==> src/shared/lcdd_pkg.sv <==
package lcdd_pkg;

    // ****************************************************************
    // register map (indices; byte address is four times the index)
    // ****************************************************************
    localparam int unsigned     AXI_ADDR_W         = 14;
    localparam int unsigned     IDX_W              = 12;
    localparam logic [11:0]     IDX_SUPPLY_DUTY    = 12'h0D0;
    localparam logic [11:0]     IDX_FORCE_BLANK    = 12'h0D1;
    localparam logic [11:0]     IDX_CONTRAST       = 12'h0D2;
    localparam logic [3:0]      DMEM_PAGE          = 4'hA;

    // ****************************************************************
    // field positions and reset values
    // ****************************************************************
    localparam int unsigned     BIT_SUPPLY_ON      = 0;
    localparam int unsigned     BIT_REF_SELECT     = 2;
    localparam int unsigned     BIT_DUTY_SELECT    = 3;
    localparam int unsigned     BIT_FORCE_ON       = 1;
    localparam int unsigned     BIT_FORCE_OFF      = 2;
    localparam logic [3:0]      CONTRAST_RST       = 4'h0;
    localparam logic [3:0]      CONTRAST_EXT       = 4'h0;

    // ****************************************************************
    // display geometry
    // ****************************************************************
    localparam int unsigned     NUM_COMMONS        = 16;
    localparam int unsigned     NUM_SEGMENTS       = 64;
    localparam int unsigned     DMEM_WORDS         = 256;
    localparam logic [3:0]      LAST_COM_16        = 4'hF;
    localparam logic [3:0]      LAST_COM_8         = 4'h7;

    // ****************************************************************
    // low-speed clock periods per frame (frame rate = f / ticks)
    // ****************************************************************
    localparam logic [11:0]     TICKS_32K768       = 12'h400;
    localparam logic [11:0]     TICKS_38K4         = 12'h400;
    localparam logic [11:0]     TICKS_76K8         = 12'h800;
    localparam logic [11:0]     TICKS_50K          = 12'h640;

    // ****************************************************************
    // bus answers
    // ****************************************************************
    localparam logic [1:0]      RESP_OKAY          = 2'h0;
    localparam logic [1:0]      RESP_SLVERR        = 2'h2;

    typedef enum logic [1:0] {
        LCDD_OSC_32K768 = 2'h0,
        LCDD_OSC_38K4   = 2'h1,
        LCDD_OSC_50K    = 2'h2,
        LCDD_OSC_76K8   = 2'h3
    } lcdd_osc_t;

    typedef enum logic [1:0] {
        LCDD_WR_IDLE = 2'b01,
        LCDD_WR_RESP = 2'b10
    } lcdd_wr_state_t;

    typedef struct packed {
        logic       duty_select;
        logic       reference_level_select;
        logic       lcd_supply_on;
        logic       force_all_off;
        logic       force_all_on;
        logic [3:0] contrast_code;
    } lcdd_ctrl_t;

endpackage

==> src/hdl/lcdd_top.sv <==
// The implementer's own choice: the AXI4-Lite register port.
`timescale 1ns/1ps
`default_nettype none
// What this block does
// - sixteen commons, sixty-four segments, 1024 dots
// - frame rate fixed per low-speed clock option
// - supply-on bit enables drive levels
// - reference select: 1 second, 0 first
// - force-all-on lights every segment
// - force-all-off blanks every segment
// - all-on wins over all-off
// - both force bits clear shows memory
// - duty bit: 1 eighth duty, 0 sixteenth
// - eighth duty outputs commons 0-7 only
// - memory bit 1 dot on, 0 off
// - display memory sits in page 0AH
// - memory read/write, unused words general storage
// - four-bit contrast code, sixteen levels
// - contrast ignored with external drive levels
// - D0H: duty, reference, zero, supply-on
// - D1H: zero, all-off, all-on, zero
// - contrast code at D2H bits 3-0
module lcdd_top #(
    parameter bit EXT_SUPPLY = 1'b0
) (
    input  wire logic                          i_clk,
    input  wire logic                          i_rst_n,
    input  wire logic                          i_lsclk_tick,
    input  wire lcdd_pkg::lcdd_osc_t           i_osc_sel,
    input  wire logic [lcdd_pkg::AXI_ADDR_W-1:0] i_awaddr,
    input  wire logic                          i_awvalid,
    output var  logic                          o_awready,
    input  wire logic [31:0]                   i_wdata,
    input  wire logic [3:0]                    i_wstrb,
    input  wire logic                          i_wvalid,
    output var  logic                          o_wready,
    output var  logic [1:0]                    o_bresp,
    output var  logic                          o_bvalid,
    input  wire logic                          i_bready,
    input  wire logic [lcdd_pkg::AXI_ADDR_W-1:0] i_araddr,
    input  wire logic                          i_arvalid,
    output var  logic                          o_arready,
    output var  logic [31:0]                   o_rdata,
    output var  logic [1:0]                    o_rresp,
    output var  logic                          o_rvalid,
    input  wire logic                          i_rready,
    output var  logic [15:0]                   o_common_outputs,
    output var  logic [63:0]                   o_segment_outputs,
    output var  logic                          o_lcd_supply_on,
    output var  logic                          o_reference_level_select,
    output var  logic [3:0]                    o_contrast_code
);
    import lcdd_pkg::*;

    // ****************************************************************
    // helpers
    // ****************************************************************
    function automatic logic [11:0] frame_ticks(input lcdd_osc_t osc);
        case (osc)
            LCDD_OSC_32K768: frame_ticks = TICKS_32K768;
            LCDD_OSC_38K4:   frame_ticks = TICKS_38K4;
            LCDD_OSC_50K:    frame_ticks = TICKS_50K;
            LCDD_OSC_76K8:   frame_ticks = TICKS_76K8;
            default:         frame_ticks = TICKS_32K768;
        endcase
    endfunction

    function automatic logic [11:0] addr_idx(input logic [AXI_ADDR_W-1:0] a);
        addr_idx = a[AXI_ADDR_W-1:2];
    endfunction

    initial begin
        if (NUM_COMMONS * NUM_SEGMENTS != 1024 || DMEM_WORDS != 256) begin
            $error("lcdd_top: geometry not supported");
        end
    end

    // ****************************************************************
    // state
    // ****************************************************************
    lcdd_ctrl_t          ctrl_r;
    logic [3:0]          dmem [0:DMEM_WORDS-1];
    lcdd_wr_state_t      wr_state_r;
    logic                aw_held_r;
    logic                w_held_r;
    logic [IDX_W-1:0]    aw_idx_r;
    logic [31:0]         wdata_r;
    logic                wstrb0_r;
    logic [11:0]         tick_cnt_r;
    logic [3:0]          com_idx_r;
    logic [63:0]         row_bits;

    // ****************************************************************
    // write channel capture, either order
    // ****************************************************************
    wire                 aw_take    = i_awvalid && o_awready;
    wire                 w_take     = i_wvalid && o_wready;
    wire                 aw_have    = aw_held_r || aw_take;
    wire                 w_have     = w_held_r || w_take;
    wire                 wr_fire    = (wr_state_r == LCDD_WR_IDLE) && aw_have && w_have;
    wire [IDX_W-1:0]     wr_idx     = aw_held_r ? aw_idx_r : addr_idx(i_awaddr);
    wire [31:0]          wr_data    = w_held_r ? wdata_r : i_wdata;
    wire                 wr_lane0   = w_held_r ? wstrb0_r : i_wstrb[0];
    wire                 wr_is_dmem = (wr_idx[11:8] == DMEM_PAGE);
    wire                 wr_is_d0   = (wr_idx == IDX_SUPPLY_DUTY);
    wire                 wr_is_d1   = (wr_idx == IDX_FORCE_BLANK);
    wire                 wr_is_d2   = (wr_idx == IDX_CONTRAST);
    wire                 wr_mapped  = wr_is_dmem || wr_is_d0 || wr_is_d1 || wr_is_d2;
    wire                 wr_commit  = wr_fire && wr_lane0;
    wire                 aw_held_nxt = wr_fire ? 1'b0 : aw_have;
    wire                 w_held_nxt  = wr_fire ? 1'b0 : w_have;

    always_ff @(posedge i_clk or negedge i_rst_n) begin
        if (!i_rst_n) begin
            aw_held_r <= 1'b0;
            w_held_r  <= 1'b0;
            aw_idx_r  <= 12'h000;
            wdata_r   <= 32'h0000_0000;
            wstrb0_r  <= 1'b0;
        end else begin
            aw_held_r <= aw_held_nxt;
            w_held_r  <= w_held_nxt;
            if (aw_take) begin
                aw_idx_r <= addr_idx(i_awaddr);
            end
            if (w_take) begin
                wdata_r  <= i_wdata;
                wstrb0_r <= i_wstrb[0];
            end
        end
    end

    // ****************************************************************
    // write response
    // ****************************************************************
    lcdd_wr_state_t wr_state_nxt;
    always_comb begin
        case (wr_state_r)
            LCDD_WR_IDLE: wr_state_nxt = wr_fire ? LCDD_WR_RESP : LCDD_WR_IDLE;
            LCDD_WR_RESP: wr_state_nxt = i_bready ? LCDD_WR_IDLE : LCDD_WR_RESP;
            default:      wr_state_nxt = LCDD_WR_IDLE;
        endcase
    end

    always_ff @(posedge i_clk or negedge i_rst_n) begin
        if (!i_rst_n) begin
            wr_state_r <= LCDD_WR_IDLE;
            o_bvalid   <= 1'b0;
            o_bresp    <= RESP_OKAY;
            o_awready  <= 1'b1;
            o_wready   <= 1'b1;
        end else begin
            wr_state_r <= wr_state_nxt;
            o_bvalid   <= (wr_state_nxt == LCDD_WR_RESP);
            // readies registered: same value the idle state would give next cycle
            o_awready  <= (wr_state_nxt == LCDD_WR_IDLE) && !aw_held_nxt;
            o_wready   <= (wr_state_nxt == LCDD_WR_IDLE) && !w_held_nxt;
            if (wr_fire) begin
                o_bresp <= wr_mapped ? RESP_OKAY : RESP_SLVERR;
            end
        end
    end

    // ****************************************************************
    // control words
    // ****************************************************************
    always_ff @(posedge i_clk or negedge i_rst_n) begin
        if (!i_rst_n) begin
            ctrl_r <= '{default: 1'b0, contrast_code: CONTRAST_RST};
        end else if (wr_commit) begin
            if (wr_is_d0) begin
                ctrl_r.duty_select            <= wr_data[BIT_DUTY_SELECT];
                ctrl_r.reference_level_select <= wr_data[BIT_REF_SELECT];
                ctrl_r.lcd_supply_on          <= wr_data[BIT_SUPPLY_ON];
            end
            if (wr_is_d1) begin
                ctrl_r.force_all_off <= wr_data[BIT_FORCE_OFF];
                ctrl_r.force_all_on  <= wr_data[BIT_FORCE_ON];
            end
            if (wr_is_d2) begin
                ctrl_r.contrast_code <= wr_data[3:0];
            end
        end
    end

    // ****************************************************************
    // display memory, no reset
    // ****************************************************************
    always_ff @(posedge i_clk) begin
        if (wr_commit && wr_is_dmem) begin
            dmem[wr_idx[7:0]] <= wr_data[3:0];
        end
    end

    // ****************************************************************
    // read channel
    // ****************************************************************
    wire [IDX_W-1:0] rd_idx     = addr_idx(i_araddr);
    wire             rd_take    = i_arvalid && o_arready;
    wire             rd_is_dmem = (rd_idx[11:8] == DMEM_PAGE);
    wire             rd_is_d0   = (rd_idx == IDX_SUPPLY_DUTY);
    wire             rd_is_d1   = (rd_idx == IDX_FORCE_BLANK);
    wire             rd_is_d2   = (rd_idx == IDX_CONTRAST);
    wire             rd_mapped  = rd_is_dmem || rd_is_d0 || rd_is_d1 || rd_is_d2;
    wire [3:0]       rd_d0      = {ctrl_r.duty_select, ctrl_r.reference_level_select,
                                   1'b0, ctrl_r.lcd_supply_on};
    wire [3:0]       rd_d1      = {1'b0, ctrl_r.force_all_off, ctrl_r.force_all_on, 1'b0};
    wire [3:0]       rd_nib     = rd_is_dmem ? dmem[rd_idx[7:0]] :
                                  rd_is_d0   ? rd_d0 :
                                  rd_is_d1   ? rd_d1 :
                                  rd_is_d2   ? ctrl_r.contrast_code : 4'h0;

    always_ff @(posedge i_clk or negedge i_rst_n) begin
        if (!i_rst_n) begin
            o_rvalid  <= 1'b0;
            o_arready <= 1'b1;
            o_rdata   <= 32'h0000_0000;
            o_rresp   <= RESP_OKAY;
        end else if (rd_take) begin
            o_rvalid  <= 1'b1;
            o_arready <= 1'b0;
            o_rdata   <= {28'h000_0000, rd_nib};
            o_rresp   <= rd_mapped ? RESP_OKAY : RESP_SLVERR;
        end else if (i_rready) begin
            o_rvalid  <= 1'b0;
            o_arready <= 1'b1;
        end
    end

    // ****************************************************************
    // common scan
    // ****************************************************************
    wire [11:0] slot_len  = ctrl_r.duty_select ? (frame_ticks(i_osc_sel) >> 3)
                                               : (frame_ticks(i_osc_sel) >> 4);
    wire [3:0]  last_com  = ctrl_r.duty_select ? LAST_COM_8 : LAST_COM_16;
    // >= so a slot shortened by an option change ends at once, no counter wrap
    wire        slot_end  = i_lsclk_tick && (tick_cnt_r >= slot_len - 12'h001);
    wire        com_over  = (com_idx_r > last_com);
    wire [3:0]  com_idx_nxt = com_over ? 4'h0 :
                              !slot_end ? com_idx_r :
                              (com_idx_r == last_com) ? 4'h0 : com_idx_r + 4'h1;
    wire [11:0] tick_cnt_nxt = slot_end ? 12'h000 :
                               i_lsclk_tick ? tick_cnt_r + 12'h001 : tick_cnt_r;

    always_ff @(posedge i_clk or negedge i_rst_n) begin
        if (!i_rst_n) begin
            tick_cnt_r <= 12'h000;
            com_idx_r  <= 4'h0;
        end else begin
            tick_cnt_r <= tick_cnt_nxt;
            com_idx_r  <= com_idx_nxt;
        end
    end

    // ****************************************************************
    // row fetch: word {common, segment/4}, bit = segment mod 4
    // ****************************************************************
    genvar g;
    generate
        for (g = 0; g < NUM_SEGMENTS / 4; g++) begin : g_row
            assign row_bits[4*g +: 4] = dmem[{com_idx_r, 4'(g)}];
        end
    endgenerate

    // ****************************************************************
    // panel drive
    // ****************************************************************
    wire [63:0] seg_view = ctrl_r.force_all_on  ? {64{1'b1}} :
                           ctrl_r.force_all_off ? {64{1'b0}} :
                           row_bits;
    wire [15:0] com_view = 16'h0001 << com_idx_r;

    always_ff @(posedge i_clk or negedge i_rst_n) begin
        if (!i_rst_n) begin
            o_common_outputs         <= 16'h0000;
            o_segment_outputs        <= 64'h0000_0000_0000_0000;
            o_lcd_supply_on          <= 1'b0;
            o_reference_level_select <= 1'b0;
            o_contrast_code          <= CONTRAST_RST;
        end else begin
            o_common_outputs         <= ctrl_r.lcd_supply_on ? com_view : 16'h0000;
            o_segment_outputs        <= ctrl_r.lcd_supply_on ? seg_view : 64'h0;
            o_lcd_supply_on          <= ctrl_r.lcd_supply_on;
            o_reference_level_select <= ctrl_r.reference_level_select;
            o_contrast_code          <= EXT_SUPPLY ? CONTRAST_EXT : ctrl_r.contrast_code;
        end
    end
endmodule
`default_nettype wire

==> config.mk <==
export PLATFORM = sky130hd
export DESIGN_NAME = lcdd_top
export DESIGN_NICKNAME = d
export VERILOG_FILES = /design/src/shared/lcdd_pkg.sv /design/src/hdl/lcdd_top.sv
export SDC_FILE = /design/constraint.sdc
export NUM_CORES = 2
export LEC_CHECK = 0
export BUFFER_PORTS_ARGS = -buffer_cell sky130_fd_sc_hd__buf_2
export CAP_MARGIN = 20
export CELL_PAD_IN_SITES_DETAIL_PLACEMENT = 1
export CELL_PAD_IN_SITES_GLOBAL_PLACEMENT = 1
export CORE_MARGIN = 2
export CORE_UTILIZATION = 49
export CTS_BUF_LIST = sky130_fd_sc_hd__clkbuf_16
export CTS_CLUSTER_DIAMETER = 100
export DETAILED_ROUTE_END_ITERATION = 10
export PLACE_DENSITY_LB_ADDON = 0.1
export SLEW_MARGIN = 20
export SYNTH_ARGS = -nofsm -noshare
export SYNTH_HDL_FRONTEND = slang
export SYNTH_SLANG_ARGS = --single-unit
==> constraint.sdc <==
create_clock -name i_clk -period 2.9 [get_ports i_clk]
set_input_delay 0.58 -clock i_clk [delete_from_list [all_inputs] [get_ports i_clk]]
set_output_delay 0.58 -clock i_clk [all_outputs]
set_load 0.1 [all_outputs]
==> impl_metrics.tcl <==
set metrics [dict create \
    dpl_cell_area_um2 61200 \
    timing.critical_path.to_type "register" \
    clock-sinks 1167 \
    synth.lib_cells_used.distinct 59 \
    worst_skew_pair.late_latency_ns 0.76 \
    groute.usage.overall 0.374 \
    port_buffers 135 \
    drive_gt1_frac 0.415 \
    synth.ff_latch_count 1167 \
    hold_path_startpoint "i_rready" \
    synth.area.top_cells "sky130_fd_sc_hd__edfxtp_1 (57%), sky130_fd_sc_hd__mux4_2 (24%), sky130_fd_sc_hd__dfrtp_1 (6.4%)" \
    start_kind "register" \
    cts.path.max_buffers 3 \
    cell_family_contributing_the_most_delay_on_the_critical_path "simple AND/OR/NAND/NOR gates" \
    max_clock_freq_mhz 352 \
    synthesis.instances 2985 \
    rsz_0062_raised_after_global_routing "false" \
    detail_route.vias_per_cell 6.78 \
    timing.hold.ws_ns 0.0434 \
    via_count 35300 \
    drc 0 \
    fin_crit_sh 0.978 \
    crit_path_top_delay_cell "sky130_fd_sc_hd__dfstp_2" \
    design.core.area_um2 110000 \
    synthDominantAreaCellType "sky130_fd_sc_hd__edfxtp_1" \
    avgSynthCellArea_um2 18.2 \
    total_power_mw 45.4 \
    layoutNonFillerInstCount 5205 \
    total_standard_cell_area_after_synthesis_um2 54400 \
    report.final.setup_viol 0 \
    ys.warnings.count 0 \
    die-area_um2 114000 \
    path_buf_inv 2 \
    outcome "completed" \
    drt-wirelength-per-cell_um 40.1 \
    cts_setup_buffers 0 \
    fin_crit_ns 2.84 \
    worst-r2r-cell-count 10 \
    grt_overflow_total 0 \
    timing.slew.headroom 0.263 \
    powerDensity_nw_per_um2 695 \
    core.rowCount 122 \
    syn_to_final_growth_pct 20.1 \
    seq_area_frac_synth 0.631 \
    power.leakage_nw 23.4 \
    final_max_slew_viol_count 0 \
    post_synth_most_frequent_cells "sky130_fd_sc_hd__edfxtp_1 (1024), sky130_fd_sc_hd__mux4_2 (587), sky130_fd_sc_hd__nor2_1 (323)" \
    ir_drop_v 0.000735 \
    max_slew.worst_pin.slew_ns 1.10 \
    worstPathMaxFanout 16 \
    cp.arrival_ns 3.23 \
    wl_met3_mm 25.2 \
    initial_utilization 0.493 \
    clkSlewWorstSetupHoldPaths_ns 0.06 \
    numCtsBuffers 130 \
    drt-met1-wl_mm 78.8 \
    timing.final.hold_violations 0 \
    globalplace.congestion 1.04 \
    final.setup_skew_ns 0.0292 \
    critical_path_type "register to register" \
    tritoncts "done" \
    number_of_drc_markers_in_iteration_0 5478 \
    detail_route.first_pass.iterations 7 \
    postRouteWirelength_mm 209 \
    antenna_found_initial 24 \
    ant_nets 0 \
    ff2ff_setup_slack_ns 0.06 \
    finalSetupTns_ns 0 \
    yosysTopAreaCellShare 0.565 \
    timing.critical_path.cells "nand2_1 -> nor3b_1 -> a21oi_1 -> nor2_1 -> nand2_1 -> nor2_1 -> buf_4 -> nand2_1 -> buf_12 -> nor2_1" \
    routed-wl-met2_mm 94.2 \
    reg2reg_to "dmem[206][0]$_DFFE_PP_" \
    critPathMaxStageDelay_ns 0.53 \
    clockRootBuffer "sky130_fd_sc_hd__clkbuf_16" \
    min_to "o_rvalid$_DFFE_PN0P_" \
    io_pins 201 \
    maxCapViolCount 0 \
    yosysMostFrequentCell "sky130_fd_sc_hd__edfxtp_1" \
    placed_cells 4956 \
    worst_hold_path_type "input port to register" \
    worst-endpoint-required_ns 3.29 \
    synth-edff-count 1024 \
    nNetsFinal 3697 \
    top_layer_used "met5" \
    pin_count_of_the_biggest_net_entering_global_routing 122 \
    postSynth.topFlopCell "sky130_fd_sc_hd__edfxtp_1" \
    chipWidth_um 337 \
    cell_depth_of_the_worst_min_delay_path 2 \
    grt_pass1_vias 35400 \
    synth-async-reset-ratio 0.123 \
    postLayoutCellArea_um2 65300 \
    timing.critical_path.depth 10 \
    htreeDepth 4 \
    post-dp-hpwl_mm 156 \
    floorplan.die.height_um 337 \
    crit-reg2reg-launch "o_wready$_DFF_PN1_" \
    first_pass_grt_wire_length_mm 289 \
]
[worst max path at each step]
stage	from	endpoint	slack, ns
after detailed placement	i_araddr[2]	o_rdata[1]$_DFFE_PN0P_	-0.45
after global placement	i_osc_sel[0]	com_idx_r[3]$_DFFE_PN0P_	-0.42
after global routing	o_wready$_DFF_PN1_	dmem[197][1]$_DFFE_PP_	0.006
final	o_wready$_DFF_PN1_	dmem[206][0]$_DFFE_PP_	0.06
after floorplan	w_held_r$_DFF_PN0_	dmem[0][2]$_DFFE_PP_	-0.09
after CTS	ctrl_r[8]$_DFFE_PN0P_	tick_cnt_r[11]$_DFFE_PN0P_	0.03
[report_power, final]
part / internal, mW / switching (mW) / total [mW] / leakage [nW]
Clock: 9.00 / 6.97 / 16.0 / 2.14
Combinational: 2.96 / 5.99 / 8.95 / 10.2
Sequential: 20.2 / 0.232 / 20.4 / 11.1
Total: 32.2 / 13.2 / 45.4 / 23.4
[routing by layer]
layer | vias up | track usage
met1 | 18900 | 0.529
met4 | 26 | 0.165
met3 | 398 | 0.0974
li1 | 13400 | -
met2 | 2579 | 0.553
met5 | - | 0
[worst reg2reg max path, cell delays in order (launching register included)]
cell and delay [ns]:
sky130_fd_sc_hd__dfstp_2 0.53, sky130_fd_sc_hd__nand2_1 0.07, sky130_fd_sc_hd__nor3b_1 0.19, sky130_fd_sc_hd__a21oi_1 0.06
sky130_fd_sc_hd__nor2_1 0.30, sky130_fd_sc_hd__nand2_1 0.20, sky130_fd_sc_hd__nor2_1 0.15, sky130_fd_sc_hd__buf_4 0.22
sky130_fd_sc_hd__nand2_1 0.13, sky130_fd_sc_hd__buf_12 0.20, sky130_fd_sc_hd__nor2_1 0.42
[area by class of cell]
class	instances	area (um^2)
fillers	9750	45000
flip-flops and latches	1167	34400
multi-input cells	1568	18900
repair buffers	709	6030
clock buffers	135	3380
well taps	1488	1860
clock inverters	104	708
inverters	27	101
diodes	7	17.5
[through the flow]
step           worst slack [ns]  utilization
2_1_floorplan           -0.0920            -
3_3_place_gp             -0.424        0.554
3_5_place_dp             -0.451        0.554
4_1_cts                  0.0267        0.592
5_1_grt                 0.00614        0.592
6_report                 0.0626        0.592
[sequential cells by signal (all words and copies together), names as in the netlist, 4 cells and up]
signal,count
dmem,1024
o_segment_outputs,64
o_common_outputs,16
aw_idx_r,12
tick_cnt_r,12
ctrl_r,9
com_idx_r,4
o_contrast_code,4
o_rdata,4
wdata_r,4
[cells by family (layout without fill, tap and decap cells)]
group / count (synthesis) / count (layout) / synth area share
compound gates: 259 / 259 / 0.0335
fa+ha+maj: 20 / 20 / 0.00460
flops: 1167 / 1167 / 0.631
simple gates: 593 / 593 / 0.0476
buf+inv: 282 / 975 / 0.0255
mux: 655 / 655 / 0.256
xor+xnor: 7 / 7 / 0.00113
other cells: 2 / 41 / 0.000138
[layout by cell type (no fill, tap or decap), drive strengths merged, types with 24 or more instances in the layout]
cell,n
mux2i,38
nand2,108
inv,67
conb,34
mux4,587
clkinv,54
dfrtp,139
clkbuf,135
buf,706
nor2,323
nand3,24
mux2,30
a21oi,27
o21ai,43
edfxtp,1024
o21a,66
nor2b,75
a22oi,33
[timing repair]
item,CTS,global route
hold endpoints to repair,41,0
gates resized for setup,0,12
endpoints found under the setup margin,0,37
hold buffers,3,0
(Power assumes the default switching activity.)
